<file path="src/hdl/cbsc_params.svh">
`ifndef CBSC_PARAMS_SVH
`define CBSC_PARAMS_SVH
// How it works
// - status lines show 0000 internal, 0001 refresh, 0010 normal I/O, 0011 special I/O
// - acknowledge codes: 0101 unmaskable, 0110 plain, 0111 vectored; 0100 reserved
// - operand memory cycles show 1000, stack memory cycles 1001
// - first fetch word shows 1101, later fetch words 1100
// - low wait input stretches a transfer until sampled high
// - mode output is high in normal mode, low in system mode
// - memory request is low only during memory and refresh cycles
// - bus request passes a two-stage synchroniser before use
// - on grant, grant goes low and all bus lines float
// - after request release, grant goes high later and the bus is retaken
// - falling edge on unmaskable input is the top-priority interrupt request; bus request ranks above it
// - low vectored input honoured only with its enable bit set
// - low plain input honoured only with its enable bit set, lowest-priority interrupt, above pending commands
// - low reset starts the reset sequence
// - low single-step input lets one instruction run per step
// - sixteen word registers with byte, pair and quad views
// - implicit stack pointer banked by mode; any register but zero explicit
// - control word holds system mode and the two interrupt enables
// - control word holds carry, zero, sign, parity/overflow, decimal and half carry
// - every machine cycle opens with a low address strobe pulse
// - bus granted only at machine cycle boundaries
// - wait ignored in internal and refresh cycles
// - every I/O cycle has one automatic wait state first

// status codes
`define CBSC_ST_INTERNAL   4'h0
`define CBSC_ST_REFRESH    4'h1
`define CBSC_ST_IO_NORMAL  4'h2
`define CBSC_ST_IO_SPECIAL 4'h3
`define CBSC_ST_ACK_UNMASK 4'h5
`define CBSC_ST_ACK_PLAIN  4'h6
`define CBSC_ST_ACK_VECT   4'h7
`define CBSC_ST_MEM_OPND   4'h8
`define CBSC_ST_MEM_STACK  4'h9
`define CBSC_ST_FETCH_NEXT 4'hC
`define CBSC_ST_FETCH_1ST  4'hD

// flag_control_word bit positions
`define CBSC_FCW_SYS   14
`define CBSC_FCW_VIE   12
`define CBSC_FCW_PIE   11
`define CBSC_FCW_C     7
`define CBSC_FCW_Z     6
`define CBSC_FCW_S     5
`define CBSC_FCW_PV    4
`define CBSC_FCW_DA    3
`define CBSC_FCW_H     2
`define CBSC_FCW_RESET 16'h4000
`define CBSC_FCW_MASK  16'h58FC

// command register fields
`define CBSC_CMD_CODE_LSB 0
`define CBSC_CMD_READ     4
`define CBSC_CMD_BYTE     5
`define CBSC_CMD_SP_LSB   8

// register byte addresses
`define CBSC_A_FCW     12'h000
`define CBSC_A_CMD     12'h004
`define CBSC_A_ADDR    12'h008
`define CBSC_A_WDATA   12'h00C
`define CBSC_A_RDATA   12'h010
`define CBSC_A_ACKVEC  12'h014
`define CBSC_A_SYS_SP  12'h080
`define CBSC_A_NORM_SP 12'h084
`define CBSC_R_WORD    6'h01
`define CBSC_R_BYTE    6'h03
`define CBSC_R_PAIR    7'h08
`define CBSC_R_QUAD    7'h0A
`endif

</file>
<file path="src/hdl/cbsc_pkg.sv">
`include "cbsc_params.svh"
package cbsc_pkg;
    typedef enum logic [2:0] {CBSC_IDLE, CBSC_T1, CBSC_T2, CBSC_TWA, CBSC_TW, CBSC_T3,
                              CBSC_GRANT, CBSC_RELEASE} cbsc_state_t;

    typedef struct packed {
        cbsc_state_t            st;
        logic [3:0]             cmd_code;
        logic                   cmd_read;
        logic                   cmd_byte;
        logic                   cmd_pend;
        logic                   cmd_err;
        logic                   cyc_ack;
        logic [15:0]            addr;
        logic [15:0]            wdata;
        logic [15:0]            rdata;
        logic [15:0]            ack_vec;
        logic [15:0]            flag_control_word;
        logic [15:0][15:0]      gpr;
        logic [15:0]            sys_sp;
        logic [3:0]             sp_sel;
        logic                   brq_s1;
        logic                   brq_s2;
        logic                   nmi_prev;
        logic                   nmi_pend;
        logic                   step_prev;
        logic                   step_tok;
        logic [3:0]             status;
        logic                   as_n;
        logic                   ds_n;
        logic                   memory_request_n_n;
        logic                   mode;
        logic                   bw;
        logic                   dir;
        logic [15:0]            ad_out;
        logic                   ad_oe;
        logic                   ctl_oe;
        logic                   grant_n;
        logic [31:0]            prdata;
        logic                   pready;
        logic                   pslverr;
    } cbsc_state_s_t;

    // memory-directed codes, refresh included
    function automatic logic cbsc_is_mem(input logic [3:0] c);
        return c[3] || (c == `CBSC_ST_REFRESH);
    endfunction

    function automatic logic cbsc_is_reserved(input logic [3:0] c);
        return (c == 4'h4) || (c == 4'hA) || (c == 4'hB) || (c == 4'hE) || (c == 4'hF);
    endfunction
endpackage

</file>
<file path="src/hdl/cbsc_core.sv">
// The placing of the registers and the APB interface to the registers are this design's own decisions.
`timescale 1ns/10ps
`include "cbsc_params.svh"
module cbsc_core
    import cbsc_pkg::*;
(
    input  wire logic        clock,
    input  wire logic        rst_n,
    input  wire logic        psel,
    input  wire logic        penable,
    input  wire logic        pwrite,
    input  wire logic [11:0] paddr,
    input  wire logic [31:0] pwdata,
    output logic      [31:0] prdata,
    output logic             pready,
    output logic             pslverr,
    input  wire logic        wait_n,
    input  wire logic        bus_request_n,
    input  wire logic        unmaskable_irq_n,
    input  wire logic        vectored_irq_n,
    input  wire logic        plain_irq_n,
    input  wire logic        single_step_n,
    input  wire logic [15:0] addr_data_in,
    output logic      [15:0] addr_data_out,
    output logic             addr_data_oe,
    output logic             bus_ctl_oe,
    output logic      [3:0]  status_code,
    output logic             addr_strobe_n,
    output logic             data_strobe_n,
    output logic             memory_request_n,
    output logic             mode_indicator,
    output logic             byte_word_sel,
    output logic             direction,
    output logic             bus_grant_n
);
    cbsc_state_s_t r;
    cbsc_state_s_t n;

    // ==========================================================
    // helpers
    // ==========================================================
    // mode-banked view of word register i
    function automatic logic [15:0] word_rd(input cbsc_state_s_t s, input logic [3:0] i);
        if (i == 4'hF && s.flag_control_word[`CBSC_FCW_SYS]) begin
            return s.sys_sp;
        end
        return s.gpr[i];
    endfunction

    logic       nmi_edge;
    logic       is_io;
    logic       no_wait;
    logic [3:0] wi;
    logic [3:0] bi;
    logic [2:0] pk;
    logic [1:0] qk;

    // ==========================================================
    // next-state logic
    // ==========================================================
    // register views, bus engine, synchronisers
    always_comb begin
        n        = r;
        n.pready = 1'b0;
        wi       = paddr[5:2];
        bi       = {1'b0, paddr[5:3]};
        pk       = paddr[4:2];
        qk       = paddr[4:3];
        is_io    = (r.cmd_code == `CBSC_ST_IO_NORMAL) || (r.cmd_code == `CBSC_ST_IO_SPECIAL);
        no_wait  = (r.cmd_code == `CBSC_ST_INTERNAL) || (r.cmd_code == `CBSC_ST_REFRESH);
        // two-stage bus request synchroniser
        n.brq_s1 = bus_request_n;
        n.brq_s2 = r.brq_s1;
        nmi_edge = r.nmi_prev && !unmaskable_irq_n;
        n.nmi_prev = unmaskable_irq_n;
        if (nmi_edge) begin
            n.nmi_pend = 1'b1;
        end
        n.step_prev = single_step_n;
        if (r.step_prev && !single_step_n) begin
            n.step_tok = 1'b1;
        end
        n.mode = !r.flag_control_word[`CBSC_FCW_SYS];

        // apb setup: decode and prepare answer for the access phase
        if (psel && !penable) begin
            n.pready  = 1'b1;
            n.pslverr = 1'b0;
            n.prdata  = 32'h0000_0000;
            if (paddr[1:0] != 2'b00) begin
                n.pslverr = 1'b1;
            end else if (paddr == `CBSC_A_FCW) begin
                n.prdata[15:0] = r.flag_control_word;
            end else if (paddr == `CBSC_A_CMD) begin
                n.prdata[3:0] = {r.st == CBSC_GRANT, r.cmd_err, r.cmd_pend, r.nmi_pend};
                n.pslverr = pwrite && r.cmd_pend;
            end else if (paddr == `CBSC_A_ADDR) begin
                n.prdata[15:0] = r.addr;
            end else if (paddr == `CBSC_A_WDATA) begin
                n.prdata[15:0] = r.wdata;
            end else if (paddr == `CBSC_A_RDATA) begin
                n.prdata[15:0] = r.rdata;
            end else if (paddr == `CBSC_A_ACKVEC) begin
                n.prdata[15:0] = r.ack_vec;
            end else if (paddr == `CBSC_A_SYS_SP) begin
                n.prdata[15:0] = r.sys_sp;
            end else if (paddr == `CBSC_A_NORM_SP) begin
                n.prdata[15:0] = r.gpr[15];
            end else if (paddr[11:6] == `CBSC_R_WORD) begin
                n.prdata[15:0] = word_rd(r, wi);
            end else if (paddr[11:6] == `CBSC_R_BYTE) begin
                // even byte index is the high half of its word
                n.prdata[7:0] = wi[0] ? r.gpr[bi][7:0] : r.gpr[bi][15:8];
            end else if (paddr[11:5] == `CBSC_R_PAIR && !pwrite) begin
                n.prdata = {word_rd(r, {pk, 1'b0}), word_rd(r, {pk, 1'b1})};
            end else if (paddr[11:5] == `CBSC_R_QUAD && !pwrite) begin
                if (paddr[2]) begin
                    n.prdata = {word_rd(r, {qk, 2'd0}), word_rd(r, {qk, 2'd1})};
                end else begin
                    n.prdata = {word_rd(r, {qk, 2'd2}), word_rd(r, {qk, 2'd3})};
                end
            end else begin
                n.pslverr = 1'b1;
            end
        end

        // apb access: writes take effect at the completing edge
        if (psel && penable && r.pready && pwrite && !r.pslverr) begin
            if (paddr == `CBSC_A_FCW) begin
                n.flag_control_word = pwdata[15:0] & `CBSC_FCW_MASK;
            end else if (paddr == `CBSC_A_CMD) begin
                n.cmd_code = pwdata[`CBSC_CMD_CODE_LSB +: 4];
                n.cmd_read = pwdata[`CBSC_CMD_READ];
                n.cmd_byte = pwdata[`CBSC_CMD_BYTE];
                n.sp_sel   = pwdata[`CBSC_CMD_SP_LSB +: 4];
                // reserved codes are refused, never issued
                n.cmd_err  = cbsc_is_reserved(pwdata[3:0]);
                n.cmd_pend = !cbsc_is_reserved(pwdata[3:0]);
            end else if (paddr == `CBSC_A_ADDR) begin
                n.addr = pwdata[15:0];
            end else if (paddr == `CBSC_A_WDATA) begin
                n.wdata = pwdata[15:0];
            end else if (paddr == `CBSC_A_SYS_SP) begin
                n.sys_sp = pwdata[15:0];
            end else if (paddr == `CBSC_A_NORM_SP) begin
                n.gpr[15] = pwdata[15:0];
            end else if (paddr[11:6] == `CBSC_R_WORD) begin
                if (wi == 4'hF && r.flag_control_word[`CBSC_FCW_SYS]) begin
                    n.sys_sp = pwdata[15:0];
                end else begin
                    n.gpr[wi] = pwdata[15:0];
                end
            end else if (paddr[11:6] == `CBSC_R_BYTE) begin
                if (wi[0]) begin
                    n.gpr[bi][7:0] = pwdata[7:0];
                end else begin
                    n.gpr[bi][15:8] = pwdata[7:0];
                end
            end
        end

        // bus cycle engine
        unique case (r.st)
            CBSC_IDLE: begin
                n.as_n    = 1'b1;
                n.ds_n    = 1'b1;
                n.memory_request_n_n  = 1'b1;
                n.ctl_oe  = 1'b1;
                n.cyc_ack = 1'b0;
                if (!r.brq_s2) begin
                    // only here, between cycles, is the bus handed over
                    n.st      = CBSC_GRANT;
                    n.grant_n = 1'b0;
                    n.ctl_oe  = 1'b0;
                    n.ad_oe   = 1'b0;
                end else if (r.nmi_pend || (r.flag_control_word[`CBSC_FCW_VIE] && !vectored_irq_n)
                             || (r.flag_control_word[`CBSC_FCW_PIE] && !plain_irq_n)) begin
                    n.st      = CBSC_T1;
                    n.cyc_ack = 1'b1;
                    n.as_n    = 1'b0;
                    n.memory_request_n_n  = 1'b1;
                    n.dir     = 1'b1;
                    n.bw      = 1'b0;
                    n.ad_out  = r.addr;
                    n.ad_oe   = 1'b1;
                    if (r.nmi_pend) begin
                        n.status   = `CBSC_ST_ACK_UNMASK;
                        n.nmi_pend = nmi_edge;
                    end else if (r.flag_control_word[`CBSC_FCW_VIE] && !vectored_irq_n) begin
                        n.status = `CBSC_ST_ACK_VECT;
                    end else begin
                        n.status = `CBSC_ST_ACK_PLAIN;
                    end
                end else if (r.cmd_pend && (r.cmd_code != `CBSC_ST_FETCH_1ST
                             || single_step_n || r.step_tok)) begin
                    n.st     = CBSC_T1;
                    n.status = r.cmd_code;
                    n.as_n   = 1'b0;
                    n.memory_request_n_n = !cbsc_is_mem(r.cmd_code);
                    n.dir    = r.cmd_read;
                    n.bw     = r.cmd_byte;
                    n.ad_oe  = 1'b1;
                    if (r.cmd_code == `CBSC_ST_MEM_STACK) begin
                        n.ad_out = word_rd(r, (r.sp_sel == 4'h0) ? 4'hF : r.sp_sel);
                    end else begin
                        n.ad_out = r.addr;
                    end
                    if (r.cmd_code == `CBSC_ST_FETCH_1ST && !single_step_n) begin
                        n.step_tok = r.step_prev && !single_step_n;
                    end
                end
            end
            CBSC_T1: begin
                n.as_n = 1'b1;
                n.st   = CBSC_T2;
                if (r.cyc_ack || !no_wait) begin
                    n.ds_n = 1'b0;
                end
                if (r.cyc_ack || r.dir || no_wait) begin
                    n.ad_oe = 1'b0;
                end else begin
                    n.ad_out = r.wdata;
                end
            end
            CBSC_T2: begin
                if (!r.cyc_ack && is_io) begin
                    n.st = CBSC_TWA;
                end else if (!r.cyc_ack && no_wait) begin
                    n.st = CBSC_T3;
                end else begin
                    n.st = wait_n ? CBSC_T3 : CBSC_TW;
                end
            end
            CBSC_TWA: begin
                n.st = wait_n ? CBSC_T3 : CBSC_TW;
            end
            CBSC_TW: begin
                n.st = wait_n ? CBSC_T3 : CBSC_TW;
            end
            CBSC_T3: begin
                n.st     = CBSC_IDLE;
                n.ds_n   = 1'b1;
                n.memory_request_n_n = 1'b1;
                n.ad_oe  = 1'b0;
                if (r.cyc_ack) begin
                    n.ack_vec = addr_data_in;
                end else begin
                    n.cmd_pend = 1'b0;
                    if (r.dir && !no_wait) begin
                        n.rdata = addr_data_in;
                    end
                end
            end
            CBSC_GRANT: begin
                if (r.brq_s2) begin
                    n.st = CBSC_RELEASE;
                end
            end
            CBSC_RELEASE: begin
                n.st      = CBSC_IDLE;
                n.grant_n = 1'b1;
                n.ctl_oe  = 1'b1;
            end
        endcase
    end

    // ==========================================================
    // state register
    // ==========================================================
    // synchronous reset restarts everything
    always_ff @(posedge clock) begin
        if (!rst_n) begin
            r          <= '0;
            r.st       <= CBSC_IDLE;
            r.flag_control_word      <= `CBSC_FCW_RESET;
            r.brq_s1   <= 1'b1;
            r.brq_s2   <= 1'b1;
            r.nmi_prev <= 1'b1;
            r.step_prev <= 1'b1;
            r.status   <= `CBSC_ST_INTERNAL;
            r.as_n     <= 1'b1;
            r.ds_n     <= 1'b1;
            r.memory_request_n_n   <= 1'b1;
            r.dir      <= 1'b1;
            r.ctl_oe   <= 1'b1;
            r.grant_n  <= 1'b1;
        end else begin
            r <= n;
        end
    end

    // outputs straight from flops
    assign prdata           = r.prdata;
    assign pready           = r.pready;
    assign pslverr          = r.pslverr;
    assign addr_data_out    = r.ad_out;
    assign addr_data_oe     = r.ad_oe;
    assign bus_ctl_oe       = r.ctl_oe;
    assign status_code      = r.status;
    assign addr_strobe_n    = r.as_n;
    assign data_strobe_n    = r.ds_n;
    assign memory_request_n = r.memory_request_n_n;
    assign mode_indicator   = r.mode;
    assign byte_word_sel    = r.bw;
    assign direction        = r.dir;
    assign bus_grant_n      = r.grant_n;
endmodule

</file>
<file path="config.mk">
export PLATFORM = sky130hd
export DESIGN_NAME = cbsc_core
export DESIGN_NICKNAME = d
export VERILOG_FILES = /design/src/hdl/cbsc_pkg.sv /design/src/hdl/cbsc_core.sv
export VERILOG_INCLUDE_DIRS = /design/src /design/src/hdl
export SDC_FILE = /design/constraint.sdc
export NUM_CORES = 2
export LEC_CHECK = 0
export BUFFER_PORTS_ARGS = -buffer_cell sky130_fd_sc_hd__buf_4
export CAP_MARGIN = 10
export CORE_ASPECT_RATIO = 0.5
export CORE_MARGIN = 3
export CORE_UTILIZATION = 43
export CTS_CLUSTER_SIZE = 40
export DETAILED_ROUTE_END_ITERATION = 10
export SYNTH_ARGS = -nofsm -noshare
export SYNTH_HDL_FRONTEND = slang
export SYNTH_SLANG_ARGS = --single-unit
</file>
<file path="constraint.sdc">
create_clock -name clock -period 2.75 [get_ports clock]
set_input_delay 0.55 -clock clock [delete_from_list [all_inputs] [get_ports clock]]
set_output_delay 0.55 -clock clock [all_outputs]
set_load 0.005 [all_outputs]
</file>
==> run metrics <==
total gr overflow=0; period utilization=1.07; Max-Cap Viols=0; crit-path leading delay family=compound AO/OA/AOI/OAI gates; crit-path max FO=14; DRT Pass-1 Iters=11; hold path startpoint=bus_request_n; r2r startpoint=r[142]; R2R Setup Slk=-0.07 ns; commonest cells after routing, fill and taps aside=739 x buf_4, 612 x nand2_1, 427 x dfxtp_1; antenna viol nets, final=0; global-route wire length before repair=241 mm; Mapped Nets=approximately 3500; sw frac=0.300; Avg WL per Cell=36.3 um; CP max-delay cell=a2111oi_1; Logic pwr share=0.148; CP Capture Type=flip-flop; CP Class=primary input to flip-flop; worst setup margin=-0.193 ns; post-synth top area share=0.305; CP required=roughly 3.2 ns; placed cell areas=34500 um^2; Crit path top cell by count=buf_4; async set-reset flop share out of synthesis=0; Ports=134; DR vias=roughly 34000; Post-Synthesis Mean Instance Area=8.12 um^2; Post-Place Worst Slack=-0.631 ns; P_int=around 10 mW; Slew Viols, Final=0; worst-case clock buffer depth=3; initial antenna violation count=14; RR Endpoint=prdata[5]; hpwl dp=roughly 130 mm; largest area contributor in the netlist=dfxtp_1; Root Driver=clkbuf_16; DRT Wirelength=176 mm; CTS tree=yes; FF+latch count, synth=430; TritonCTS Buffers=43; Final nets=4019; final core utilization=0.564; final setup violation count=4; f_max=roughly 0.34 GHz; Synth-to-Final Area Change=27.9%; die width=368 um; Psw=4.38 mW; minimum clock period=2.94 ns; Iter 0 DRT Violations=6437; status=finished with violations; CP cell instances=buf_4 -> buf_4 -> or2_2 -> o22ai_1 -> o21ai_0 -> a221oi_1 -> buf_4 -> nor4_2 -> buf_4 -> a2111oi_1 -> o22ai_1; Design Area, Final=36000 um^2; power density cells=405 nW/um^2; Die Y=187 um; RD Place Congestion=1.10; hold depth=2; final hold vios=0; share of layout cells above drive strength 1=0.291; pin count of the biggest net entering global routing=73; largest cells by area after synthesis=dfxtp_1 31%, mux4_2 11%, nand2_1 8.1%, a21oi_1 7.4%, mux2i_1 6.1%; Hold EP=n[67]; commonest non-fill, non-tap cell in the layout=buf_4; Post-synth EDFFs=0; Die ar.=68900 um^2; RSZ-0062 raised after global routing=no; Startpoint Class=primary input; failing checks=setup timing; Worst EP arrival=3.40 ns; sequential element share of the synthesized area=0.305; LEAKAGE=13.4 nW; vias in the first global route=30700; Post-Syn Area=28200 um^2; Placement Rows=65; worst hold slack=0.132 ns; worst hold path class=primary input to flip-flop; slowest stage delay, CP=0.59 ns; top_reg_cell synth=dfxtp_1; Distinct cells, synth=91; effective utilization at floorplan=0.441; clock slew at reported path FFs=0.07 ns; DRC violations left=0; Worst Path Buf+Inv=4; Reg power frac=0.433; H-Tree Level Count=2; clock sinks=430; total track usage=0.492; Peak VDD IR=0.000602 V; Slew headroom=0.0885; hold_buf cts=0; Ys Warns=0; worst slew pin tran=around 1.4 ns; Clock Latency Late Sink=0.62 ns; vias per inst=6.97; number of cells on the critical path=11; Port Buf Inserts=between 100 and 150; cells on worst reg2reg path=8; Cells after Synth=3473; clk_skew=~0.026 ns; clock network fraction of design power=0.419; CORE AREA=63900 um^2
power groups by stage:
stage	sequential (mW)	clock, mW	combinational (mW)
floorplan	6.44	0	1.00
global placement	6.46	0	2.04
detailed placement	6.46	0	2.05
CTS	6.32	6.07	2.06
global route	6.32	6.30	2.20
finish	6.32	6.11	2.16
metal layers:
layer	up-vias	part of all wire	track usage
li1	13700	-	-
met1	16500	0.39	0.653
met2	3076	0.36	0.620
met3	602	0.20	0.321
met4	22	0.046	0.176
met5	-	0.0035	0.0385
cell usage after synthesis (11+ instances only):
library cell,number
dfxtp_1,430
o31a_1,11
or3_1,11
nand2_1,612
o22ai_1,68
nor2b_1,33
a211oi_1,60
mux2i_1,171
a221oi_1,20
nand3_1,137
nor4_1,16
and2_1,21
a22o_1,16
a2111oi_0,20
a31oi_1,63
buf_2,88
nor2_1,281
buf_1,31
mux2_2,46
o32ai_1,12
and3_1,18
a22oi_1,51
nand2b_1,27
a21o_1,20
mux4_2,143
nor3_1,48
clkbuf_1,186
o21ai_0,99
buf_4,71
inv_1,18
o221ai_1,36
nand4_1,13
a21oi_1,417
registers in the layout, indices dropped and copies added (netlist names):
signal,cells
pslverr,1
direction,1
bus_grant_n,1
addr_data_out,16
r,366
addr_strobe_n,1
n,1
prdata,32
byte_word_sel,1
memory_request_n,1
mode_indicator,1
data_strobe_n,1
pready,1
bus_ctl_oe,1
addr_data_oe,1
status_code,4
kinds of logic (layout without fill, tap and decap cells):
group,Yosys count,after routing,share of synthesized area
AO/OA/AOI/OAI,996,996,0.226
XOR/XNOR,3,3,0.000932
buffers and inverters,403,909,0.0686
flip-flops,430,430,0.305
multiplexers,360,360,0.193
other,0,8,0
AND/OR/NAND/NOR,1281,1281,0.206
area by class of cell:
| cell class | count | area (um^2) |
|---|---|---|
| Antenna cell | 8 | 20.0 |
| Clock buffer | 57 | 1230 |
| Clock inverter | 19 | 126 |
| Fill cell | 5862 | 27900 |
| Inverter | 21 | 86.3 |
| Multi-Input combinational cell | 2640 | 17900 |
| Sequential cell | 430 | 8620 |
| Tap cell | 871 | 1090 |
| Timing Repair Buffer | 812 | 6970 |
stage by stage:
step	power, mW	setup TNS [ns]	std cells
2_1_floorplan	7.44	0	3473
3_3_place_gp	8.50	-55.58	4774
3_5_place_dp	8.51	-60.53	4774
4_1_cts	14.4	0	4850
5_1_grt	14.8	0	4851
6_report	14.6	-0.310	4858
worst reg2reg max path: stages, from the launching register on:
cell	delay [ns]
dfxtp_1	0.40
mux2_2	0.29
mux4_2	0.51
a221oi_1	0.26
o31a_1	0.24
nor4_2	0.09
buf_4	0.15
a2111oi_1	0.59
o22ai_1	0.14
worst max-delay path by stage:
stage / from / end
after floorplan: paddr[3] / prdata[23]
after CTS: paddr[3] / prdata[1]
final: paddr[5] / prdata[5]
after detailed placement: paddr[3] / prdata[1]
after global placement: r[72] / addr_data_out[11]
after global routing: r[72] / addr_data_out[0]
timing repair:
item                       4_1_cts  5_1_grt
resized for setup               12       11
setup endpoints to repair        6        9
buffers inserted                 0        0
pin swaps                        0        3
Note: power is estimated with default switching activity, not from simulation.
